## src/rtl/wdt_pkg.sv

```systemverilog
package wdt_pkg;

  // clock
  localparam int CLK_PERIOD_NS = 4;

  // window timing, shortest setting gives the shortest timeout
  localparam int MIN_TIMEOUT_NS = 270000;
  localparam int MIN_UPPER_CYC = MIN_TIMEOUT_NS / CLK_PERIOD_NS;
  localparam int LONG_RATIO = 30;
  localparam int SHORT_RATIO = 10;
  localparam int RATIO_KNEE = 4;
  localparam int BLANK_DIV = 64;

  // release delay: four up-and-down ramp cycles
  localparam int MIN_RELEASE_NS = 40000;
  localparam int RELEASE_CYCLES = 4;
  localparam int MIN_RAMP_CYC =
    MIN_RELEASE_NS / RELEASE_CYCLES / CLK_PERIOD_NS;

  // enable latency, least time rounds up
  localparam int ENABLE_LATENCY_NS = 1000;
  localparam int ENABLE_LATENCY_CYC =
    (ENABLE_LATENCY_NS + CLK_PERIOD_NS - 1) / CLK_PERIOD_NS;

  // sense glitch filter, least time rounds up
  localparam int UV_GLITCH_NS = 23000;
  localparam int UV_GLITCH_CYC =
    (UV_GLITCH_NS + CLK_PERIOD_NS - 1) / CLK_PERIOD_NS;

  // synchroniser bit positions
  localparam int SYNC_W = 6;
  localparam int IDX_KICK = 0;
  localparam int IDX_EN = 1;
  localparam int IDX_UV = 2;
  localparam int IDX_SLOW = 3;
  localparam int IDX_HOT = 4;
  localparam int IDX_SUPOK = 5;
  // idle levels: supply ok, sense ok, kick high; no reset-pin blip
  localparam logic [SYNC_W-1:0] SYNC_RST = 6'h25;

  typedef enum logic [2:0] {
    WD_HOLD,
    WD_OFF,
    WD_LATENCY,
    WD_BLANK,
    WD_WATCH,
    WD_FAULT
  } wd_state_t;

endpackage : wdt_pkg

```

## src/rtl/delay_if.sv

```systemverilog
`timescale 1ns/1ns
interface delay_if #(parameter int CNT_W = 24);
  logic clear;
  logic reset_cond;
  logic fault_start;
  logic [CNT_W-1:0] cycle_len;
  logic fault_busy;
  logic reset_busy;
  logic fault_done;

  modport timer (
    input clear,
    input reset_cond,
    input fault_start,
    input cycle_len,
    output fault_busy,
    output reset_busy,
    output fault_done
  );

  modport ctrl (
    output clear,
    output reset_cond,
    output fault_start,
    output cycle_len,
    input fault_busy,
    input reset_busy,
    input fault_done
  );
endinterface : delay_if

```

## src/rtl/release_timer.sv

```systemverilog
`timescale 1ns/1ns
module release_timer #(
  parameter int CNT_W = 24
) (
  // clock and reset
  input wire logic clk,
  input wire logic rst_n,
  // control side
  delay_if.timer d
);

  localparam logic [2:0] LAST = 3'(wdt_pkg::RELEASE_CYCLES - 1);

  logic [CNT_W-1:0] ramp_r;
  logic [CNT_W-1:0] ramp_nxt;
  logic [2:0] fcnt_r;
  logic [2:0] rcnt_r;
  logic fbusy_r;
  logic rbusy_r;

  // one ramp serves both outputs
  wire run = fbusy_r | (rbusy_r & ~d.reset_cond);
  wire tick = run & (ramp_r == d.cycle_len - CNT_W'(1));
  wire fdone = fbusy_r & tick & (fcnt_r == LAST);
  wire rdone = rbusy_r & ~d.reset_cond & tick & (rcnt_r == LAST);

  // a fault restarts the ramp, so the reset loses its partial cycle
  assign ramp_nxt = (d.fault_start | ~run | tick) ? '0 :
                    ramp_r + CNT_W'(1);

  always_ff @(posedge clk or negedge rst_n) begin
    if (!rst_n) begin
      ramp_r <= '0;
      fcnt_r <= 3'h0;
      rcnt_r <= 3'h0;
      fbusy_r <= 1'b0;
      rbusy_r <= 1'b1;
    end else if (d.clear) begin
      ramp_r <= '0;
      fcnt_r <= 3'h0;
      rcnt_r <= 3'h0;
      fbusy_r <= 1'b0;
      rbusy_r <= 1'b1;
    end else begin
      ramp_r <= ramp_nxt;
      if (d.fault_start) begin
        fbusy_r <= 1'b1;
        fcnt_r <= 3'h0;
      end else if (fdone) begin
        fbusy_r <= 1'b0;
      end else if (tick && fbusy_r) begin
        fcnt_r <= fcnt_r + 3'h1;
      end
      if (d.reset_cond) begin
        rbusy_r <= 1'b1;
        rcnt_r <= 3'h0;
      end else if (rdone) begin
        rbusy_r <= 1'b0;
      end else if (tick && rbusy_r) begin
        rcnt_r <= rcnt_r + 3'h1;
      end
    end
  end

  assign d.fault_busy = fbusy_r;
  assign d.reset_busy = rbusy_r;
  assign d.fault_done = fdone;

endmodule : release_timer

```

## src/rtl/window_watchdog_reset_supervisor.sv

```systemverilog
`timescale 1ns/1ns
// How it works
// kick interval shorter than lower or longer than upper bound faults
// no kick within the whole upper bound also faults
// controller must kick strictly inside the window
// both bounds come from one setting; ratio 30, smaller when short
// smallest window setting gives about 270 us timeout
// supply-low or overheat stops watchdog; restart from zero with blanking
// enable low stops watchdog; after rise, latency then blanking
// kicks ignored during fault; release after four cycles, then blank
// supply-low asserts reset, stops regulator, clears all timing
// any reset condition drives reset low while a supply stays up
// overheat asserts reset, stops regulator, clears all timing
// sense input below threshold asserts reset
// sense-only reset leaves regulator and watchdog untouched
// reset held four delay cycles after all conditions clear
// smallest delay setting gives about 40 us release delay
// fault pulse timed by the same delay counter
// fault has priority on the counter; reset may stretch
// release delay never holds back regulator or watchdog
// reset output may be tied to the enable input
// sense must stay low about 23 us before reset asserts
// all ramps replaced by counts of the block clock
module window_watchdog_reset_supervisor #(
  parameter int SET_W = 4,
  parameter int CNT_W = 24,
  parameter int UPPER_MIN_CYC = wdt_pkg::MIN_UPPER_CYC,
  parameter int UV_CYC = wdt_pkg::UV_GLITCH_CYC
) (
  // clock and reset
  input wire logic CLK,
  input wire logic RESETN,
  // pins from the controller
  input wire logic KICK_INPUT,
  input wire logic SUPERVISOR_ENABLE,
  input wire logic UNDERVOLTAGE_SENSE_IN,
  // device status
  input wire logic SUPPLY_LOW,
  input wire logic OVERTEMP,
  input wire logic RESET_SUPPLY_OK,
  // static timing settings
  input wire logic [SET_W-1:0] WINDOW_SETTING,
  input wire logic [SET_W-1:0] DELAY_SETTING,
  // open-drain fault pin
  output logic WINDOW_FAULT_OUT_N_O,
  output logic WINDOW_FAULT_OUT_N_OE,
  // open-drain reset pin
  output logic RESET_OUT_N_O,
  output logic RESET_OUT_N_OE,
  // regulator control
  output logic REGULATOR_ENABLE,
  output logic SOFTSTART_CLEAR,
  // status
  output logic WATCHDOG_ACTIVE,
  output logic FAULT_EARLY,
  output logic FAULT_LATE
);

  localparam int LAT_CYC = wdt_pkg::ENABLE_LATENCY_CYC;
  localparam int LAT_W = $clog2(LAT_CYC + 1);
  localparam int UVC_W = $clog2(UV_CYC + 1);

  // synchronisers
  logic [wdt_pkg::SYNC_W-1:0] sync1_r;
  logic [wdt_pkg::SYNC_W-1:0] sync2_r;
  logic kick_prev_r;

  // sense filter
  logic [UVC_W-1:0] uv_cnt_r;
  logic uv_trip_r;

  // watchdog
  wdt_pkg::wd_state_t state_r;
  wdt_pkg::wd_state_t state_nxt;
  logic [LAT_W-1:0] lat_r;
  logic [CNT_W-1:0] wcnt_r;
  logic [CNT_W-1:0] wcnt_nxt;

  // output flops
  logic fault_oe_r;
  logic rst_oe_r;
  logic reg_en_r;
  logic ss_clr_r;
  logic wd_act_r;
  logic early_r;
  logic late_r;

  delay_if #(.CNT_W(CNT_W)) dly ();

  release_timer #(.CNT_W(CNT_W)) u_timer (
    .clk(CLK),
    .rst_n(RESETN),
    .d(dly.timer)
  );

  // every pin is asynchronous to CLK
  always_ff @(posedge CLK or negedge RESETN) begin
    if (!RESETN) begin
      sync1_r <= wdt_pkg::SYNC_RST;
      sync2_r <= wdt_pkg::SYNC_RST;
    end else begin
      sync1_r <= {RESET_SUPPLY_OK, OVERTEMP, SUPPLY_LOW,
                  UNDERVOLTAGE_SENSE_IN, SUPERVISOR_ENABLE, KICK_INPUT};
      sync2_r <= sync1_r;
    end
  end

  wire kick_s = sync2_r[wdt_pkg::IDX_KICK];
  wire en_s = sync2_r[wdt_pkg::IDX_EN];
  wire uv_ok_s = sync2_r[wdt_pkg::IDX_UV];
  wire slow_s = sync2_r[wdt_pkg::IDX_SLOW];
  wire hot_s = sync2_r[wdt_pkg::IDX_HOT];
  wire supok_s = sync2_r[wdt_pkg::IDX_SUPOK];

  always_ff @(posedge CLK or negedge RESETN) begin
    if (!RESETN) begin
      kick_prev_r <= 1'b0;
    end else begin
      kick_prev_r <= kick_s;
    end
  end

  wire kick_fall = kick_prev_r & ~kick_s;

  // supply-low and overheat act alike
  wire lockout = slow_s | hot_s;

  // sense glitch filter: short dips never reach the reset pin
  wire uv_full = (uv_cnt_r == UVC_W'(UV_CYC - 1));

  always_ff @(posedge CLK or negedge RESETN) begin
    if (!RESETN) begin
      uv_cnt_r <= '0;
      uv_trip_r <= 1'b0;
    end else if (uv_ok_s) begin
      uv_cnt_r <= '0;
      uv_trip_r <= 1'b0;
    end else if (uv_full) begin
      uv_trip_r <= 1'b1;
    end else begin
      uv_cnt_r <= uv_cnt_r + UVC_W'(1);
    end
  end

  // sense trips only the reset path, not the watchdog
  wire reset_cond = lockout | uv_trip_r;

  // window bounds from one setting
  wire [CNT_W-1:0] win_mult = CNT_W'(WINDOW_SETTING) + CNT_W'(1);
  wire [CNT_W-1:0] upper_cyc = CNT_W'(UPPER_MIN_CYC) * win_mult;
  wire long_set = (WINDOW_SETTING >= SET_W'(wdt_pkg::RATIO_KNEE));
  wire [CNT_W-1:0] lower_long = upper_cyc / CNT_W'(wdt_pkg::LONG_RATIO);
  wire [CNT_W-1:0] lower_short = upper_cyc / CNT_W'(wdt_pkg::SHORT_RATIO);
  wire [CNT_W-1:0] lower_cyc = long_set ? lower_long : lower_short;
  // blanking kept well below the lower bound so a good kick is never lost
  wire [CNT_W-1:0] blank_cyc = upper_cyc / CNT_W'(wdt_pkg::BLANK_DIV);

  // release delay ramp length
  wire [CNT_W-1:0] dly_mult = CNT_W'(DELAY_SETTING) + CNT_W'(1);
  wire [CNT_W-1:0] ramp_cyc =
    CNT_W'(wdt_pkg::MIN_RAMP_CYC) * dly_mult;

  // window checks
  wire in_watch = (state_r == wdt_pkg::WD_WATCH);
  wire in_blank = (state_r == wdt_pkg::WD_BLANK);
  wire too_late = in_watch & (wcnt_r >= upper_cyc);
  wire too_early = in_watch & kick_fall & (wcnt_r < lower_cyc) &
                   ~too_late;
  wire good_kick = in_watch & kick_fall & ~too_early & ~too_late;
  wire blank_done = in_blank & (wcnt_r >= blank_cyc);
  wire lat_done = (lat_r == LAT_W'(LAT_CYC - 1));
  wire enter_fault = (too_early | too_late) & ~lockout & en_s;
  wire wcnt_sat = (wcnt_r == {CNT_W{1'b1}});

  always_comb begin
    state_nxt = state_r;
    unique case (state_r)
      wdt_pkg::WD_HOLD: begin
        // watchdog restarts at once, not after the reset delay
        state_nxt = en_s ? wdt_pkg::WD_BLANK : wdt_pkg::WD_OFF;
      end
      wdt_pkg::WD_OFF: begin
        if (en_s) begin
          state_nxt = wdt_pkg::WD_LATENCY;
        end
      end
      wdt_pkg::WD_LATENCY: begin
        if (lat_done) begin
          state_nxt = wdt_pkg::WD_BLANK;
        end
      end
      wdt_pkg::WD_BLANK: begin
        if (blank_done) begin
          state_nxt = wdt_pkg::WD_WATCH;
        end
      end
      wdt_pkg::WD_WATCH: begin
        if (too_early || too_late) begin
          state_nxt = wdt_pkg::WD_FAULT;
        end
      end
      wdt_pkg::WD_FAULT: begin
        if (dly.fault_done) begin
          state_nxt = wdt_pkg::WD_BLANK;
        end
      end
    endcase
    if (lockout) begin
      state_nxt = wdt_pkg::WD_HOLD;
    end else if (!en_s) begin
      state_nxt = wdt_pkg::WD_OFF;
    end
  end

  // window count runs in blanking and watching; kicks in blanking ignored
  always_comb begin
    wcnt_nxt = wcnt_r;
    if (state_nxt != wdt_pkg::WD_BLANK &&
        state_nxt != wdt_pkg::WD_WATCH) begin
      wcnt_nxt = '0;
    end else if (state_r != state_nxt && !in_blank) begin
      wcnt_nxt = '0;
    end else if (good_kick) begin
      wcnt_nxt = '0;
    end else if (!wcnt_sat) begin
      wcnt_nxt = wcnt_r + CNT_W'(1);
    end
  end

  always_ff @(posedge CLK or negedge RESETN) begin
    if (!RESETN) begin
      state_r <= wdt_pkg::WD_HOLD;
      wcnt_r <= '0;
    end else begin
      state_r <= state_nxt;
      wcnt_r <= wcnt_nxt;
    end
  end

  always_ff @(posedge CLK or negedge RESETN) begin
    if (!RESETN) begin
      lat_r <= '0;
    end else if (state_r != wdt_pkg::WD_LATENCY) begin
      lat_r <= '0;
    end else if (!lat_done) begin
      lat_r <= lat_r + LAT_W'(1);
    end
  end

  // shared release timer
  assign dly.clear = lockout;
  assign dly.reset_cond = reset_cond;
  assign dly.fault_start = enter_fault;
  assign dly.cycle_len = ramp_cyc;

  // cause flags stand until the next fault starts
  always_ff @(posedge CLK or negedge RESETN) begin
    if (!RESETN) begin
      early_r <= 1'b0;
      late_r <= 1'b0;
    end else if (enter_fault) begin
      early_r <= too_early;
      late_r <= too_late;
    end
  end

  // pins sit one flop behind the timer
  always_ff @(posedge CLK or negedge RESETN) begin
    if (!RESETN) begin
      fault_oe_r <= 1'b0;
      rst_oe_r <= 1'b1;
      reg_en_r <= 1'b0;
      ss_clr_r <= 1'b1;
      wd_act_r <= 1'b0;
    end else begin
      fault_oe_r <= dly.fault_busy;
      rst_oe_r <= dly.reset_busy & supok_s;
      reg_en_r <= ~lockout;
      ss_clr_r <= lockout;
      wd_act_r <= in_watch;
    end
  end

  // open-drain pins only ever pull low
  assign WINDOW_FAULT_OUT_N_O = 1'b0;
  assign WINDOW_FAULT_OUT_N_OE = fault_oe_r;
  assign RESET_OUT_N_O = 1'b0;
  assign RESET_OUT_N_OE = rst_oe_r;
  assign REGULATOR_ENABLE = reg_en_r;
  assign SOFTSTART_CLEAR = ss_clr_r;
  assign WATCHDOG_ACTIVE = wd_act_r;
  assign FAULT_EARLY = early_r;
  assign FAULT_LATE = late_r;

endmodule : window_watchdog_reset_supervisor

```

## config.mk

```make
export PLATFORM = sky130hd
export DESIGN_NAME = window_watchdog_reset_supervisor
export DESIGN_NICKNAME = d
export VERILOG_FILES = /design/src/rtl/wdt_pkg.sv /design/src/rtl/delay_if.sv /design/src/rtl/release_timer.sv /design/src/rtl/window_watchdog_reset_supervisor.sv
export SDC_FILE = /design/constraint.sdc
export NUM_CORES = 1
export LEC_CHECK = 0
export ABC_AREA = 1
export BUFFER_PORTS_ARGS = -buffer_cell sky130_fd_sc_hd__buf_2
export CAP_MARGIN = 10
export CORE_ASPECT_RATIO = 1.1
export CORE_MARGIN = 2
export CORE_UTILIZATION = 60
export DETAILED_ROUTE_END_ITERATION = 6
export HOLD_SLACK_MARGIN = 0.12
export PLACE_DENSITY = 0.73
export SYNTH_ARGS = -nofsm -noshare
export SYNTH_HDL_FRONTEND = slang
export SYNTH_SLANG_ARGS = --single-unit
```

## constraint.sdc

```tcl
create_clock -name CLK -period 11.7 [get_ports CLK]
set_input_delay 2.34 -clock CLK [delete_from_list [all_inputs] [get_ports CLK]]
set_output_delay 2.34 -clock CLK [all_outputs]
set_load 0.02 [all_outputs]
```

==> run summary, run 1 <==
Outcome -> aborted with a tool error
Stopped at -> 5_1_grt
Error -> [ERROR GRT-0232] Routing congestion too high. Check the congestion heatmap in the GUI.
Cell with the most instances after synthesis -> nand2_1
Clock Sink Count -> 101
Sequential cell area fraction in the yosys report -> 0.144
Total CTS buffers -> 9
Cell Rows -> 65
I/O pin cnt -> 25
Post-Place Setup Slack -> -15.71 ns
Maximum level of the CTS H-tree -> 3
Main combinational cell family by area after synthesis -> simple AND/OR/NAND/NOR gates
CTS Buffer Depth -> 2
Number of flops mapped to enable cells by yosys -> 0
Die height -> 184 um
Top cells by instance count after synthesis -> nand2_1 (707), inv_1 (449), nor2_1 (273)
Number of register bits inferred by synthesis -> 101
Post-synthesis share of cell area spent on and, or, nand and nor gates -> 0.484
Pin count of the biggest net entering global routing -> 80
Area share of fa/ha/maj cells after synthesis -> 0.129
Mean instance size in the synthesized netlist -> 6.30 um^2
Initial core utilization -> 0.613
Ranking of synthesized cells by area -> nand2_1 (15%), dfrtp_1 (13%), ha_1 (11%)
Worst-slack endpoint at the end of global-route timing repair -> wcnt_r[4]$_DFFE_PN0P_/D
Cell area after synthesis -> 17600 um^2
RD Place Congestion -> 0.955
Share of flip-flops with an asynchronous set or reset -> 1.00
Number of buffers added on ports -> 22
Type of pin the worst path ends at -> sequential cell input
Post-detailed-placement half-perimeter wirelength -> 45.8 mm
Chip width -> 168 um
Predominant post-synthesis flop cell -> dfrtp_1
Placed cell areas -> 23800 um^2
Fraction of the mapped netlist area in compound gates -> 0.0623
GR Overflow Total -> 514
All-layer global routing usage -> 0.847
Count of yosys warnings during synthesis -> 0
Top-area cell type share of the netlist area -> 0.150
Gate count of the mapped netlist -> 2800
Dominant cell type by area after synthesis -> nand2_1
Cell chosen for the clock root -> clkbuf_16
Multiplexer fraction of the synthesized cell area -> 0
Area share of xor/xnor cells in the synthesized design -> 0.0595
Number of different library cells in the post-synthesis netlist -> 71
[cell families after synthesis]
kind of cell,after synthesis
other cells,1
compound gates,187
xor+xnor,119
fa+ha+maj,173
buf+inv,526
simple gates,1693
flops,101
[metrics by stage]
step	cells	hold WS [ns]
global placement	3885	0.332
detailed placement	3885	0.336
CTS	4072	0.359
floorplan	2801	0.331
[routing by layer]
metal,overflow,global-route usage
met1,7,0.809
met2,313,1.02
met3,9,0.707
met4,185,0.919
met5,0,0.320
[timing repair]
action / in CTS
gates cloned: 2
hold buffers: 0
gates resized for setup: 123
buffers inserted: 169
pin swaps: 153
setup endpoints to repair: 55
==> run 2, diff against run 1 <==
--- a/config.mk
+++ b/config.mk
@@ -8,12 +8,10 @@
 export ABC_AREA = 1
 export BUFFER_PORTS_ARGS = -buffer_cell sky130_fd_sc_hd__buf_2
 export CAP_MARGIN = 10
-export CORE_ASPECT_RATIO = 1.1
 export CORE_MARGIN = 2
-export CORE_UTILIZATION = 60
+export CORE_UTILIZATION = 40
 export DETAILED_ROUTE_END_ITERATION = 6
-export HOLD_SLACK_MARGIN = 0.12
-export PLACE_DENSITY = 0.73
+export PLACE_DENSITY_LB_ADDON = 0.15
 export SYNTH_ARGS = -nofsm -noshare
 export SYNTH_HDL_FRONTEND = slang
 export SYNTH_SLANG_ARGS = --single-unit
==> run 2 against run 1 <==
  * The flow now finishes, with violations (setup timing)
  * Area after synthesis unchanged
  * Synthesized cell count unchanged
==> run summary, run 2 <==
Worst path setup slack after routing -> -13.79 ns
Top cells by instance count after synthesis -> nand2_1 (707), inv_1 (449), nor2_1 (273)
Final number of hold-violating endpoints -> 0
Pin count of the biggest net entering global routing -> 55
Biggest regs -> u_timer.ramp_r (24), wcnt_r (24), uv_cnt_r (13)
Placed cell areas -> 24200 um^2
Setup Viol. Count Final -> 55
Detailed-route DRC error count -> 0
Cell with the most instances after synthesis -> nand2_1
Dominant cell type by area after synthesis -> nand2_1
Stage delay of the slowest cell on the critical path -> 0.51 ns
Number of flops mapped to enable cells by yosys -> 0
Cell Rows -> 76
Total CTS buffers -> 9
Worst-path clk slew -> 0.07 ns
Overall via count from detail_route -> 20500
Number of register bits inferred by synthesis -> 101
All-layer global routing usage -> 0.237
Area occupied by registers -> 2540 um^2
Setup Crit Path Kind -> in -> reg
TritonCTS clock tree -> yes
Maximum level of the CTS H-tree -> 3
Count of placed standard cells in the final layout, fillers left out -> 4305
CTS Buffer Depth -> 2
Cell area after synthesis -> 17600 um^2
Sequential cell area fraction in the yosys report -> 0.144
CP dominant cell by count -> nand2_2
Pre-antenna DRT Iters -> 5
Number of antenna violations at the first check in global routing -> 0
Outcome -> complete, but fails checks
Kind of start point of the critical path -> primary input
Gate count of the mapped netlist -> 2800
Synthesis-to-finish area growth -> 51.6%
Worst-margin pin slew -> 0.764 ns
GR Overflow Total -> 0
Count of yosys warnings during synthesis -> 0
RD Place Congestion -> 0.923
Data required, critical path -> 11.97 ns
Cell type of the slowest stage on the worst timing path -> fa_1
Antenna-violating nets left -> 0
Final cycle utilization of the critical path -> 2.18
Number of different library cells in the post-synthesis netlist -> 71
Count of final max-slew check failures -> 0
Via count of the first global-routing pass -> 20500
Share of final-layout standard cells stronger than drive strength 1 -> 0.399
Setup skew after layout -> 0.00825 ns
Number of buffers added on ports -> 22
Core area -> 43300 um^2
Mean number of vias per cell -> 4.76
Ranking of synthesized cells by area -> nand2_1 (15%), dfrtp_1 (13%), ha_1 (11%)
Hold buffer count at cts -> 0
Number of maximum-capacitance constraint violations -> 0
Routed len/inst -> 12.9 um
Global-route wire length before repair -> 93.5 mm
Multi-input gate area in the final layout -> 14200 um^2
Data arrival time of the critical path -> 25.76 ns
Met1 GRT Util -> 0.305
Clock Sink Count -> 101
Predominant post-synthesis flop cell -> dfrtp_1
Cell chosen for the clock root -> clkbuf_16
GR Util met2 -> 0.434
Setup repair after global routing missed its margin -> yes
Count of antenna diodes in the layout -> 0
Final routed wirelength across all metal layers -> 55.5 mm
Worst setup EP type -> flip-flop
Post-detailed-placement half-perimeter wirelength -> 44.6 mm
Met3 usage -> 0.0106
Leading cell type in the layout, fill and taps excluded -> buf_4
Max-slew headroom -> 0.486
Initial core utilization -> 0.408
Number of fill cells -> 3925
Top library cells by usage in the layout, fill and taps aside -> buf_4 (894), nand2_1 (666), inv_1 (405), nor2_1 (241), nand3_1 (234)
Most congested layer reported by global routing -> met2
Top-area cell type share of the netlist area -> 0.150
Net count reported at finish -> 3904
Total instance count after detailed placement -> 4117
Chip width -> 214 um
I/O pin cnt -> 25
Post-route minimum period -> 25.49 ns
Hold WC Path Type -> reg -> reg
Violations in the final reports -> setup timing
Floorplan die area -> 45800 um^2
Worst-skew pair later-pin latency -> 0.34 ns
Largest fanout on the critical path -> 6
Share of flip-flops with an asynchronous set or reset -> 1.00
Mean instance size in the synthesized netlist -> 6.30 um^2
Violation count after the first detailed-route iteration -> 1057
Fmax achieved -> 39.2 MHz
Final standard cell area without fillers -> 26700 um^2
Die height -> 214 um
==> run 2: cell counts after synthesis <==
No cell type changed its count.
==> run 2: metrics by stage <==
stage | hold WS (ns) | setup slack, ns | utilization | TNS, ns
finish | 0.349 | -13.79 | 0.618 | -749.33
global placement | 0.333 | -14.28 | 0.559 | -780.11
floorplan | 0.331 | -16.03 | - | -876.45
detailed placement | 0.337 | -15.30 | 0.559 | -834.75
global route | 0.360 | -15.28 | 0.618 | -831.34
CTS | 0.352 | -13.48 | 0.602 | -733.17
==> run 2: cells by family after synthesis <==
kind of cell | after synthesis | synth area share
buf+inv | 526 | 0.122
compound gates | 187 | 0.0623
fa+ha+maj | 173 | 0.129
flops | 101 | 0.144
other cells | 1 | 0.000213
xor+xnor | 119 | 0.0595
simple gates | 1693 | 0.484
==> run 2: routing by layer <==
layer | vias to the layer above | share of wire
met5 | - | 0
met4 | 0 | 0.019
met3 | 73 | 0.023
met2 | 304 | 0.50
met1 | 9347 | 0.46
li1 | 10800 | -
==> run 2: layout make-up <==
class | count | share of cell area
multi-input combinational | 2174 | 0.531
sequential | 101 | 0.0949
tap | 585 | 0.0274
timing repair buffer | 923 | 0.262
inverter | 506 | 0.0731
clock inverter | 6 | 0.00257
clock buffer | 10 | 0.00856
==> run 2: worst max-delay path: cells and delay by family <==
kind	cells	cell delay [ns]
AO/OA/AOI/OAI	3	0.18
buffers and inverters	40	3.35
adder cells (fa/ha/maj)	23	6.46
XOR/XNOR	16	2.85
AND/OR/NAND/NOR	118	10.55
==> run 2: timing repair <==
| action | 4_1_cts | 5_1_grt |
|---|---|---|
| gates resized for setup | 120 | 90 |
| cloned | 2 | 0 |
| pin swaps | 106 | 99 |
| setup buffers | 122 | 50 |
| endpoints found under the setup margin | 55 | 55 |
==> run 2: worst paths after layout <==
check | cells after the start | slack (ns) | start | end
worst max-delay path | 200 | -13.79 | WINDOW_SETTING[2] | wcnt_r[3]
worst min-delay path | 0 | 0.35 | sync1_r[4] | sync2_r[4]
worst max register to register | 23 | 6.53 | sync2_r[4] | wcnt_r[3]
worst min register to register | 0 | 0.35 | sync1_r[4] | sync2_r[4]
max in group asynchronous | 2 | 8.57 | RESETN | uv_cnt_r[6]
min in group asynchronous | 1 | 2.01 | RESETN | u_timer.ramp_r[7]
Power of run 2 is not shown: default switching activity piles up to over one toggle a cycle in this logic, so the estimate is an artifact.
